--- src/core/uart_tx_consts.svh ---
// Register addresses, reset values and field limits of the transmit unit
`ifndef UART_TX_CONSTS_SVH
`define UART_TX_CONSTS_SVH
`define TX_STATUS_ADDR 16'hff55
`define BASE_SEL_ADDR 16'hff56
`define BAUD_DIV_ADDR 16'hff57
`define TX_STATUS_RST 8'h00
`define BASE_SEL_RST 8'h00
`define BAUD_DIV_RST 8'hff
`define BASE_SEL_W 4
`define BASE_CODE_MAX_DIV 4'ha
`define BASE_CODE_TIMER 4'hb
`define PRESCALE_W 10
`define DIV_K_MIN 8'h08
`define DATA_BITS 4'h8
`define POWER_START_TICKS 2'h2
`define FLAG_SHIFT_BUSY 0
`define FLAG_BUF_FULL 1
`endif

--- src/core/uart_tx_pkg.sv ---
// Types shared by the transmit-status and baud generator block
package uart_tx_pkg;
    typedef enum logic [3:0] {
        TX_IDLE = 4'b0001,
        TX_START = 4'b0010,
        TX_DATA = 4'b0100,
        TX_STOP = 4'b1000
    } tx_state_t;
endpackage

--- src/core/fifo_if.sv ---
// Valid/ready byte stream carrier between the block's modules
`timescale 1ns/10ps
interface fifo_if #(parameter int WIDTH = 8);
    logic [WIDTH-1:0] data;
    logic valid;
    logic ready;
    modport source (output data, output valid, input ready);
    modport sink (input data, input valid, output ready);
endinterface

--- src/core/tx_fifo.sv ---
// Small synchronous FIFO with valid/ready on both sides
`timescale 1ns/10ps
module tx_fifo #(
    parameter int WIDTH = 8,
    parameter int DEPTH = 4
) (
    input wire logic clk,
    input wire logic rst_b,
    input wire logic flush,
    fifo_if.sink fill,
    fifo_if.source drain
);
    localparam int AW = (DEPTH > 1) ? $clog2(DEPTH) : 1;
    localparam logic [AW:0] DEPTH_C = (AW+1)'(DEPTH);
    localparam logic [AW-1:0] LAST_C = AW'(DEPTH - 1);

    logic [WIDTH-1:0] mem [DEPTH];
    logic [AW-1:0] wrPtr;
    logic [AW-1:0] rdPtr;
    logic [AW:0] count;
    logic doWrite;
    logic doRead;

    // Handshakes
    assign fill.ready = (count != DEPTH_C);
    assign drain.valid = (count != '0);
    assign drain.data = mem[rdPtr];
    assign doWrite = fill.valid && fill.ready;
    assign doRead = drain.valid && drain.ready;

    // Storage
    always_ff @(posedge clk)
    begin
        if (doWrite)
        begin
            mem[wrPtr] <= fill.data;
        end
    end

    // Pointers and occupancy
    always_ff @(posedge clk or negedge rst_b)
    begin
        if (!rst_b)
        begin
            wrPtr <= '0;
            rdPtr <= '0;
            count <= '0;
        end
        else if (flush)
        begin
            wrPtr <= '0;
            rdPtr <= '0;
            count <= '0;
        end
        else
        begin
            if (doWrite)
            begin
                wrPtr <= (wrPtr == LAST_C) ? '0 : wrPtr + 1'b1;
            end
            if (doRead)
            begin
                rdPtr <= (rdPtr == LAST_C) ? '0 : rdPtr + 1'b1;
            end
            if (doWrite && !doRead)
            begin
                count <= count + 1'b1;
            end
            else if (doRead && !doWrite)
            begin
                count <= count - 1'b1;
            end
        end
    end

    a_fifo_bound: assert property (@(posedge clk) disable iff (!rst_b)
        (count == DEPTH_C) |-> !fill.ready)
        else $error("fifo accepts data while full");
endmodule

--- src/core/uart_tx_status_baud_gen.sv ---
// Transmit status flags, baud generator and byte transmitter
//
// Functional notes
// - Buffer-full sets on write, clears on transfer
// - Shift-busy sets on transfer, clears when idle
// - Status clears on reset, power off, disable
// - Status read-only, flags bits 1:0, upper zero
// - New byte accepted right after transfer
// - Codes 0-10 select system clock over 2^n
// - Code 11 selects timer output; above prohibited
// - Base select resets to zero, byte writes
// - Eight-bit divider by k, 8 to 255
// - Bit rate is counter output halved
// - Divider resets to all ones, byte writes
// - Same-value rewrites never disturb communication
// - Power off resets; counter starts third tick
`timescale 1ns/10ps
`include "uart_tx_consts.svh"
module uart_tx_status_baud_gen #(
    parameter int FIFO_DEPTH = 4
) (
    input wire logic clk,
    input wire logic rst_b,
    input wire logic [15:0] busAddr,
    input wire logic [7:0] busWrData,
    input wire logic busWr,
    input wire logic busRd,
    output logic [7:0] busRdData,
    input wire logic unitPowerBit,
    input wire logic txEnableBit,
    input wire logic rxEnableBit,
    input wire logic timerOutput,
    input wire logic [7:0] txData,
    input wire logic txValid,
    output logic txReady,
    output logic txd,
    output logic txDone
);
    // ==========================================================
    // Registers and bus
    // ==========================================================
    logic [`BASE_SEL_W-1:0] baseCode;
    logic [7:0] divK;
    logic txBufFull;
    logic txBusy;
    logic [7:0] holdBuf;
    logic [7:0] txStatus;
    logic txOn;
    logic transferNow;

    assign txOn = unitPowerBit && txEnableBit;
    assign txStatus = {6'h00, txBufFull, txBusy};

    // Base clock select; whole byte write, same value is harmless
    always_ff @(posedge clk or negedge rst_b)
    begin
        if (!rst_b)
        begin
            baseCode <= `BASE_SEL_W'(`BASE_SEL_RST);
        end
        else if (busWr && busAddr == `BASE_SEL_ADDR)
        begin
            baseCode <= busWrData[`BASE_SEL_W-1:0];
        end
    end

    // Divider value; whole byte write, same value is harmless
    always_ff @(posedge clk or negedge rst_b)
    begin
        if (!rst_b)
        begin
            divK <= `BAUD_DIV_RST;
        end
        else if (busWr && busAddr == `BAUD_DIV_ADDR)
        begin
            divK <= busWrData;
        end
    end

    // Registered read data; unmapped addresses read zero
    always_ff @(posedge clk or negedge rst_b)
    begin
        if (!rst_b)
        begin
            busRdData <= 8'h00;
        end
        else if (busRd)
        begin
            case (busAddr)
                `TX_STATUS_ADDR: busRdData <= txStatus;
                `BASE_SEL_ADDR: busRdData <= {4'h0, baseCode};
                `BAUD_DIV_ADDR: busRdData <= divK;
                default: busRdData <= 8'h00;
            endcase
        end
    end

    // ==========================================================
    // Base clock selection
    // ==========================================================
    logic [`PRESCALE_W-1:0] prescale;
    logic [`PRESCALE_W-1:0] prescaleMask;
    logic timerPrev;
    logic baseTick;

    // Free-running power-of-two prescaler on the system clock
    always_ff @(posedge clk or negedge rst_b)
    begin
        if (!rst_b)
        begin
            prescale <= '0;
        end
        else if (!unitPowerBit)
        begin
            prescale <= '0;
        end
        else
        begin
            prescale <= prescale + 1'b1;
        end
    end

    // Timer output edge detect, same clock domain
    always_ff @(posedge clk or negedge rst_b)
    begin
        if (!rst_b)
        begin
            timerPrev <= 1'b0;
        end
        else
        begin
            timerPrev <= timerOutput;
        end
    end

    // Base tick from prescaler code, timer or nothing
    always_comb
    begin
        prescaleMask = ~({`PRESCALE_W{1'b1}} << baseCode);
        if (!unitPowerBit)
        begin
            baseTick = 1'b0;
        end
        else if (baseCode <= `BASE_CODE_MAX_DIV)
        begin
            baseTick = (prescale & prescaleMask) == prescaleMask;
        end
        else if (baseCode == `BASE_CODE_TIMER)
        begin
            baseTick = timerOutput && !timerPrev;
        end
        else
        begin
            baseTick = 1'b0;
        end
    end

    // ==========================================================
    // Eight-bit divider and bit rate
    // ==========================================================
    logic [1:0] powerTicks;
    logic divRun;
    logic [7:0] divCount;
    logic counterOut;
    logic bitHalf;
    logic bitTick;

    assign divRun = (powerTicks == `POWER_START_TICKS);
    assign counterOut = divRun && baseTick && (divCount >= divK - 8'h01);
    assign bitTick = counterOut && bitHalf;

    // Counter output held off for the first two base ticks, counting from the third
    always_ff @(posedge clk or negedge rst_b)
    begin
        if (!rst_b)
        begin
            powerTicks <= 2'h0;
        end
        else if (!unitPowerBit)
        begin
            powerTicks <= 2'h0;
        end
        else if (baseTick && !divRun)
        begin
            powerTicks <= powerTicks + 2'h1;
        end
    end

    // Divide the base clock by k
    always_ff @(posedge clk or negedge rst_b)
    begin
        if (!rst_b)
        begin
            divCount <= 8'h00;
        end
        else if (!unitPowerBit)
        begin
            divCount <= 8'h00;
        end
        else if (divRun && baseTick)
        begin
            divCount <= counterOut ? 8'h00 : divCount + 8'h01;
        end
    end

    // Halve the counter output to get the bit period
    always_ff @(posedge clk or negedge rst_b)
    begin
        if (!rst_b)
        begin
            bitHalf <= 1'b0;
        end
        else if (!unitPowerBit)
        begin
            bitHalf <= 1'b0;
        end
        else if (counterOut)
        begin
            bitHalf <= !bitHalf;
        end
    end

    // ==========================================================
    // Input FIFO and holding buffer
    // ==========================================================
    fifo_if #(.WIDTH(8)) fillIf ();
    fifo_if #(.WIDTH(8)) drainIf ();
    logic holdLoad;

    assign fillIf.data = txData;
    assign fillIf.valid = txValid && txOn;
    assign txReady = fillIf.ready && txOn;
    assign holdLoad = drainIf.valid && drainIf.ready;
    assign drainIf.ready = txOn && (!txBufFull || transferNow);

    tx_fifo #(.WIDTH(8), .DEPTH(FIFO_DEPTH)) inFifo (
        .clk(clk),
        .rst_b(rst_b),
        .flush(!txOn),
        .fill(fillIf.sink),
        .drain(drainIf.source)
    );

    // Holding buffer data
    always_ff @(posedge clk or negedge rst_b)
    begin
        if (!rst_b)
        begin
            holdBuf <= 8'h00;
        end
        else if (holdLoad)
        begin
            holdBuf <= drainIf.data;
        end
    end

    // Buffer-full flag; a load in the transfer cycle keeps it set
    always_ff @(posedge clk or negedge rst_b)
    begin
        if (!rst_b)
        begin
            txBufFull <= 1'b0;
        end
        else if (!txOn)
        begin
            txBufFull <= 1'b0;
        end
        else if (holdLoad)
        begin
            txBufFull <= 1'b1;
        end
        else if (transferNow)
        begin
            txBufFull <= 1'b0;
        end
    end

    // ==========================================================
    // Shift register and line
    // ==========================================================
    uart_tx_pkg::tx_state_t state;
    logic [7:0] shiftReg;
    logic [3:0] bitCount;
    logic lastStop;

    assign lastStop = (state == uart_tx_pkg::TX_STOP) && bitTick;
    assign transferNow = txOn && txBufFull && bitTick
        && (state == uart_tx_pkg::TX_IDLE || lastStop);

    // Frame sequencing, one bit per bit tick
    always_ff @(posedge clk or negedge rst_b)
    begin
        if (!rst_b)
        begin
            state <= uart_tx_pkg::TX_IDLE;
            shiftReg <= 8'h00;
            bitCount <= 4'h0;
        end
        else if (!txOn)
        begin
            state <= uart_tx_pkg::TX_IDLE;
            bitCount <= 4'h0;
        end
        else if (transferNow)
        begin
            state <= uart_tx_pkg::TX_START;
            shiftReg <= holdBuf;
            bitCount <= 4'h0;
        end
        else if (bitTick)
        begin
            case (state)
                uart_tx_pkg::TX_START: state <= uart_tx_pkg::TX_DATA;
                uart_tx_pkg::TX_DATA:
                begin
                    shiftReg <= {1'b0, shiftReg[7:1]};
                    bitCount <= bitCount + 4'h1;
                    if (bitCount == `DATA_BITS - 4'h1)
                    begin
                        state <= uart_tx_pkg::TX_STOP;
                    end
                end
                uart_tx_pkg::TX_STOP: state <= uart_tx_pkg::TX_IDLE;
                default: state <= uart_tx_pkg::TX_IDLE;
            endcase
        end
    end

    // Line level; idles high
    always_ff @(posedge clk or negedge rst_b)
    begin
        if (!rst_b)
        begin
            txd <= 1'b1;
        end
        else
        begin
            case (state)
                uart_tx_pkg::TX_START: txd <= 1'b0;
                uart_tx_pkg::TX_DATA: txd <= shiftReg[0];
                default: txd <= 1'b1;
            endcase
        end
    end

    // Shift-busy flag and completion pulse
    always_ff @(posedge clk or negedge rst_b)
    begin
        if (!rst_b)
        begin
            txBusy <= 1'b0;
            txDone <= 1'b0;
        end
        else if (!txOn)
        begin
            txBusy <= 1'b0;
            txDone <= 1'b0;
        end
        else if (transferNow)
        begin
            txBusy <= 1'b1;
            txDone <= 1'b0;
        end
        else if (lastStop)
        begin
            txBusy <= 1'b0;
            txDone <= 1'b1;
        end
        else
        begin
            txDone <= 1'b0;
        end
    end

    // ==========================================================
    // Checks
    // ==========================================================
    a_buf_set: assert property (@(posedge clk) disable iff (!rst_b)
        (txOn && holdLoad) ##1 txOn |-> txBufFull)
        else $error("buffer-full not set after load");
    a_busy_set: assert property (@(posedge clk) disable iff (!rst_b)
        (transferNow ##1 txOn) |-> (txBusy && state == uart_tx_pkg::TX_START))
        else $error("busy not set after transfer");
    a_status_clear: assert property (@(posedge clk) disable iff (!rst_b)
        !txOn |=> (txStatus == `TX_STATUS_RST) || txOn)
        else $error("status not cleared while disabled");
    a_status_read: assert property (@(posedge clk) disable iff (!rst_b)
        (busRd && busAddr == `TX_STATUS_ADDR) |=>
        (busRdData == {6'h00, $past(txBufFull), $past(txBusy)}))
        else $error("status read value wrong");
    a_base_code0: assert property (@(posedge clk) disable iff (!rst_b)
        (unitPowerBit && baseCode == 4'h0) |-> baseTick)
        else $error("code zero must tick every cycle");
    a_base_prohib: assert property (@(posedge clk) disable iff (!rst_b)
        (baseCode > `BASE_CODE_TIMER) |-> !baseTick)
        else $error("prohibited code produced a base tick");
    a_div_wrap: assert property (@(posedge clk) disable iff (!rst_b)
        counterOut |=> (divCount == 8'h00))
        else $error("divider did not wrap on output");
    a_bit_half: assert property (@(posedge clk) disable iff (!rst_b)
        bitTick |-> (counterOut && $past(bitHalf) == bitHalf))
        else $error("bit tick not on alternate counter output");
    a_power_hold: assert property (@(posedge clk) disable iff (!rst_b)
        !unitPowerBit |=> (divCount == 8'h00 && !counterOut) || unitPowerBit)
        else $error("divider runs while power is off");
    a_done_idle: assert property (@(posedge clk) disable iff (!rst_b)
        txDone |-> (!txBusy && !$past(txBufFull)
        && state == uart_tx_pkg::TX_IDLE))
        else $error("completion while data remains");
endmodule

--- config.mk ---
export PLATFORM = sky130hd
export DESIGN_NAME = uart_tx_status_baud_gen
export DESIGN_NICKNAME = d
export VERILOG_FILES = /design/src/core/uart_tx_pkg.sv /design/src/core/fifo_if.sv /design/src/core/tx_fifo.sv /design/src/core/uart_tx_status_baud_gen.sv
export VERILOG_INCLUDE_DIRS = /design/src /design/src/core
export SDC_FILE = /design/constraint.sdc
export NUM_CORES = 1
export LEC_CHECK = 0
export ABC_CLOCK_PERIOD_IN_PS = 5550
export BUFFER_PORTS_ARGS = -buffer_cell sky130_fd_sc_hd__buf_2
export CORE_UTILIZATION = 25
export DETAILED_ROUTE_END_ITERATION = 7
export GPL_TIMING_DRIVEN = 0
export PLACE_DENSITY = 0.42
export SYNTH_ARGS = -nofsm -noshare
export SYNTH_HDL_FRONTEND = slang
export SYNTH_HIERARCHICAL = 1
export SYNTH_SLANG_ARGS = --single-unit
--- constraint.sdc ---
create_clock -name clk -period 5.55 [get_ports clk]
set_clock_uncertainty 0.2 [all_clocks]
set_input_delay 0.555 -clock clk [delete_from_list [all_inputs] [get_ports clk]]
set_output_delay 0.555 -clock clk [all_outputs]
set_load 0.02 [all_outputs]
# After elaboration in Yosys (flattened, before gate mapping)
# Memory sizes are Yosys's and may differ from the RTL's. A register that Yosys moved wholly into a read port is not among the register bits.
# Cells that the tools add are included.
# W data, S select, Z words.
[word_totals]
ff_bits = 69
ramBits = 32
inputBits = 41
out_inout_bits = 11
word_cells = 137
mem_count = 1
[mem_list]
columns = ["name", "depth", "width", "rd", "rd_clocked_by_memory_dff", "write_ports", "line", "text"]
rows = [
  ["inFifo.mem", 4, 8, 1, 1, 1, "tx_fifo.sv:17", "logic [WIDTH-1:0] mem [DEPTH];"],
]
[classes]
addsub = 9
magnitude_cmp = 2
eq_ne = 25
shift = 1
muxes = 45
n_bitwise = 2
reduce_logical = 34
[op_table]
columns = ["op", "count"]
rows = [
  ["$eq A16 B16 Y1 const B", 3],
  ["$mux W8", 6],
  ["$mux W4", 8],
  ["$pmux W8 S3", 1],
  ["$logic_and A1 B1 Y1", 19],
  ["$mux W1", 16],
  ["$mux W2", 8],
  ["$ne A3 B1 Y1 const B", 5],
  ["$add A10 B1 Y10 const B", 1],
  ["$and A10 B10 Y10", 1],
  ["$eq A10 B10 Y1", 1],
  ["$mux W10", 1],
  ["$ne A2 B1 Y1 const B", 5],
  ["$not A10 Y10", 1],
  ["$shl A10 B4 Y10 const A", 1],
  ["$mux W3", 3],
  ["$add A8 B1 Y8 const B", 1],
  ["$eq A4 B3 Y1 const B", 2],
  ["$eq A4 B4 Y1 const B", 2],
  ["$ge A8 B8 Y1", 1],
  ["$pmux W4 S2", 1],
  ["$sub A8 B1 Y8 const B", 1],
  ["$logic_not A1 Y1", 7],
  ["$add A2 B1 Y2 const B", 3],
  ["other kinds (15)", 20],
]

# Logic depth before layout (Yosys ltp)
[logic_depth]
depth_word = 19
ltp_mapped = 19
mapped_depth_nobuf = 18

# By module
# Netlist, hierarchy kept.
[modules_own_cells]
columns = ["mod", "instances", "cells_each", "area_per_inst_um2", "seq_area_each_um2"]
rows = [
  ["uart_tx_status_baud_gen", 1, 379, 3799.9, 1764.2],
  ["tx_fifo", 1, 104, 1707.9, 1136.1],
]

# Worst setup path before layout
# Ideal clock, no wire load.
[synth_timing]
kind = "register to register"
from = "register divK[0]"
to = "register inFifo.count[2]"
setup_ns = 0.094
arrival_ns = 3.854
required_time_ns = 5.256
setup_slack_ns = 1.402
path_stages_with_launch = 19
synth_period_minus_slack_ns = 4.148
path_cell_list = "dfstp_2 > inv_1 > ha_1 > nand2_1 > nor3_1 > xnor2_1 > ha_1 > o21ai_0 > a21oi_1 > and2_1 > clkbuf_1 > nand3_1 > a21oi_1 > o21ai_0 > and3_1 > fa_1 > and3b_1 > a21o_1 > a211oi_1"
[synth_between]
elab_chain_len = 14
[synth_lines]
columns = ["element", "line", "text"]
rows = [
  ["start: declaration", "uart_tx_status_baud_gen.sv:43", "logic [7:0] divK;"],
  ["start signal: assignment", "uart_tx_status_baud_gen.sv:72", "divK <= `BAUD_DIV_RST;"],
  ["start signal: assignment", "uart_tx_status_baud_gen.sv:76", "divK <= busWrData;"],
  ["$sub A8 B1 Y8 (*)", "uart_tx_status_baud_gen.sv:169", "assign counterOut = divRun && baseTick && (divCount >= divK - 8'h01);"],
  ["$ge A8 B8 Y1 (*)", "uart_tx_status_baud_gen.sv:169", ""],
  ["$logic_and A1 B1 Y1 (*)", "uart_tx_status_baud_gen.sv:169", ""],
  ["$logic_and A1 B1 Y1 (*)", "uart_tx_status_baud_gen.sv:170", "assign bitTick = counterOut && bitHalf;"],
  ["$logic_and A1 B1 Y1", "uart_tx_status_baud_gen.sv:286", "assign lastStop = (state == uart_tx_pkg::TX_STOP) && bitTick;"],
  ["$logic_or A1 B1 Y1", "uart_tx_status_baud_gen.sv:288", "&& (state == uart_tx_pkg::TX_IDLE || lastStop);"],
  ["$logic_and A1 B1 Y1 (*)", "uart_tx_status_baud_gen.sv:288", ""],
  ["$logic_or A1 B1 Y1 (*)", "uart_tx_status_baud_gen.sv:234", "assign drainIf.ready = txOn && (!txBufFull || transferNow);"],
  ["$logic_and A1 B1 Y1 (*)", "uart_tx_status_baud_gen.sv:234", ""],
  ["via drainIf.ready", "fifo_if.sv:6", "logic ready;"],
  ["$logic_and A1 B1 Y1 (*)", "tx_fifo.sv:29", "assign doRead = drain.valid && drain.ready;"],
  ["$logic_not A1 Y1", "tx_fifo.sv:65", "if (doWrite && !doRead)"],
  ["$logic_and A1 B1 Y1", "tx_fifo.sv:65", ""],
  ["$mux W3", "tx_fifo.sv:65", ""],
  ["$mux W3", "tx_fifo.sv:49", "else if (flush)"],
  ["end signal: assignment", "tx_fifo.sv:67", "count <= count + 1'b1;"],
  ["end signal: assignment", "tx_fifo.sv:71", "count <= count - 1'b1;"],
  ["end: declaration", "tx_fifo.sv:20", "logic [AW:0] count;"],
]
# The timed path passes the listed nets; every way through them passes the cells marked *.
# A chain may end at the register's enable or synchronous reset.

# Final worst setup path
# Ends and elaborated chain as after synthesis.

==> results.md <==
* Cell Rows at 53
* Vias in the first global route at 3799
* Die Wd at 150.4 um
* Port-buffer cells at 48
* Fillers at between 2k and 2.5k
* Req. time, crit path at 5580 ps
* Period utilisation layout at 0.8817
* Detailed Place HPWL at approximately 8.8 mm
* Setup-failing EPs final at 0
* CTS buffer count at 9
* Remaining DRCs at 0
* Synth Cell Area at 5508 um^2
* Bufs on Longest Clock Path at 2
* Final Instance Area at approximately 6500 um^2
* Placed cell count at 807
* Mean area per synthesized cell at 11.40 um^2
* CTS H-tree depth at 3
* Gpl congestion at 0.7714
* Post-CTS resize count at 0
* Post-route insts no fill at 824
* CP Max Fanout at 10
* Async set-reset flop share out of synthesis at 0.7064
* Minimum clock period at slightly below 5000 ps
* Slew headroom at 0.5416
* Post-synth cell types at 65
* Element type at the critical path start: register
* Share of layout cells above drive strength 1 at 0.2368
* Final hold viol count at 0
* Worst Setup Slack, final at between 600 and 700 ps
* Hold path depth at 1
* Synth warnings at 6
* Pre-CTS setup slack at ~630 ps
* Worst-path clk slew at 90 ps
* Setup TNS Final at 0 ps
* Cell count after synthesis at 483
* Wirelength, routed at 12.02 mm
* ANT cells at 0
* Maximum clock frequency at about 200 MHz
* GR Overflow Total at 0
* Worst hold path class: in -> reg
* Vias per cell at 4.684
* FF+latch count, synth at roughly 110
* GRT Resource Usage Total at 0.1160
* Worst-Skew Late Latency at 360 ps
* Area contributors post-synth: dfrtp_1, edfxtp_1, mux2_2
* Area grow syn2layout at 17.17%
* DR vias at between 3k and 4k
* Hold_sp: timerOutput
* Sink Count at 109
* Final Max Tran Viols at 0
* Power Density at 268.0 nW/um^2
* Top-level I/O count at 52
* Critical path arrival at 4930 ps
* Maximum vdd drop at 0.1343 mV
* Post-synth EDFFs at 32
* Slew at the pin closest to its max-slew limit at 670.3 ps
* Worst setup EP type: register
* Syn Nets at between 500 and 600
* MaxCap Viol Count at 0
* Hold EP: timerPrev
* Initial Utilization at 0.2587
* Die height at 150.4 um
* Top_reg_cell synth: dfrtp_1
* Leakage power at 2.677 nW
* Drt pass-1 iters at 4
* Synth top area share at 0.3044
* Largest net degree at the start of global routing at 45
* First-pass GRT wire length at 20.12 mm
* Die area at 22630 um^2
* Crit Path Class: reg -> reg
* Sequential share of the synthesized area at 0.5266
* Core area at ~21000 um^2
* Antenna violations before repair at 0
* Biggest area consumer among synthesized cells: dfrtp_1
* R2R Setup Slk at 660 ps
* Worst reg2reg endpoint: inFifo/count[2]
* Post-DRT Antenna Nets at 0
* Routed wire per std cell at 14.59 um
* DR iter-0 viols at 155
* Post-CTS Setup Bufs at 0
* Cells on worst reg2reg path at 19
* Post-CTS Hold Buffers at 1
* Nets at 604
* Root Buffer: clkbuf_16
* Status: completed
* RSZ-0062 raised after global routing: false
* Crit Reg-Reg Startpoint: divK[0]
* CTS tree: yes
* DP Area at 6122 um^2
==> worst max path at each step <==
stage,startpoint,depth (start not counted),to
final,divK[0],19,inFifo/count[2]
after global routing,divK[0],19,inFifo/count[2]
after CTS,divK[0],19,inFifo/count[2]
after detailed placement,divK[0],19,inFifo/count[2]
after global placement,divK[0],19,inFifo/count[2]
after floorplan,divK[0],18,inFifo/count[2]
==> placed cells by master (no fill, tap or decap), drive strengths merged, types with 10 or more instances in the layout <==
cell / count
dfstp: 10
and3: 11
o21ai: 14
a21oi: 19
nand2: 53
ha: 18
mux2: 30
o22ai: 13
nor2: 18
buf: 56
nand3: 17
dfrtp: 67
and2: 10
inv: 29
clkbuf: 23
nor3: 10
edfxtp: 32
==> critical path, cell delays in order (launching register included) <==
cell,delay [ps]
dfstp_2,560
inv_1,70
ha_1,220
nand2_1,100
nor3_1,60
xnor2_1,170
ha_1,200
a2111o_1,120
a21oi_1,50
a21oi_1,160
and2_1,230
clkbuf_1,410
nand3_1,270
a21oi_1,520
o21ai_0,210
and3_1,240
fa_1,420
and3b_1,220
a311oi_1,250
a211oi_1,80
==> cells in the mapped netlist, types with 4 or more instances <==
library cell and number:
dfrtp_1 67, nand2_1 53, edfxtp_1 32, mux2_2 29
inv_1 24, a21oi_1 19, ha_1 18, nor2_1 18
nand3_1 17, clkbuf_1 14, o21ai_0 14, o22ai_1 13
and3_1 11, dfstp_2 10, nor3_1 10, and2_1 9
xnor2_1 9, mux4_2 8, nand2b_1 7, a21boi_0 6
nand3b_1 6, nor4_1 6, o31ai_1 6, nand4_1 5
or3_1 5, a211oi_1 4, mux2i_1 4, nand4b_1 4
o21a_1 4, xor2_1 4
==> per-stage QoR <==
stage	hold WS, ps	power (mW)	util
floorplan	59.41	0.9984	-
global route	80.77	1.825	0.3032
CTS	87.41	1.760	0.3032
global placement	270.9	1.061	0.2862
detailed placement	284.4	1.068	0.2876
finish	104.8	1.730	0.3032
==> routing by layer <==
layer  vias up  wire length, um  track usage
met2        67             5596       0.1825
met4         0              110      0.03333
met1      1889             5920       0.1576
li1       1896                -            -
met5         -                0            0
met3         8              396      0.02758
==> kinds of logic (layout without fill, tap and decap cells) <==
logic type                 Yosys count  count (layout)  share of synthesized area
and+or+nand+nor                    169             169                     0.1629
DFF                                109             109                     0.5266
xor gates and xnor gates            13              13                    0.02067
buffers and inverters               45             111                    0.03317
AOI/OAI and AO/OA                   86              86                     0.1102
muxes                               42              42                     0.1020
adders and majority gates           19              19                    0.04453
==> power by group <==
group | switching [mW] | internal (mW)
clock network | 0.349 | 0.333
registers | 0.0217 | 0.861
logic | 0.0960 | 0.0692
total | 0.466 | 1.26
==> final cells by class <==
class | instances | area [um^2] | share of cell area
clock inverter | 7 | 96.34 | 0.01493
timing repair buffer | 50 | 280.3 | 0.04343
buffer | 21 | 92.59 | 0.01435
multi-input combinational | 329 | 2425 | 0.3757
inverter | 24 | 90.09 | 0.01396
clock buffer | 9 | 225.2 | 0.03490
sequential | 109 | 2900 | 0.4494
tap | 275 | 344.1 | 0.05332
==> sequential cells by signal (all words and copies together), names as in the netlist, 2 cells and up <==
register      cells
powerTicks        2
holdBuf           8
baseCode          4
inFifo/rdPtr      2
divCount          8
inFifo/count      3
bitCount          4
state             4
inFifo/mem       32
busRdData         8
shiftReg          8
divK              8
inFifo/wrPtr      2
prescale         10
(Power assumes the default switching activity.)
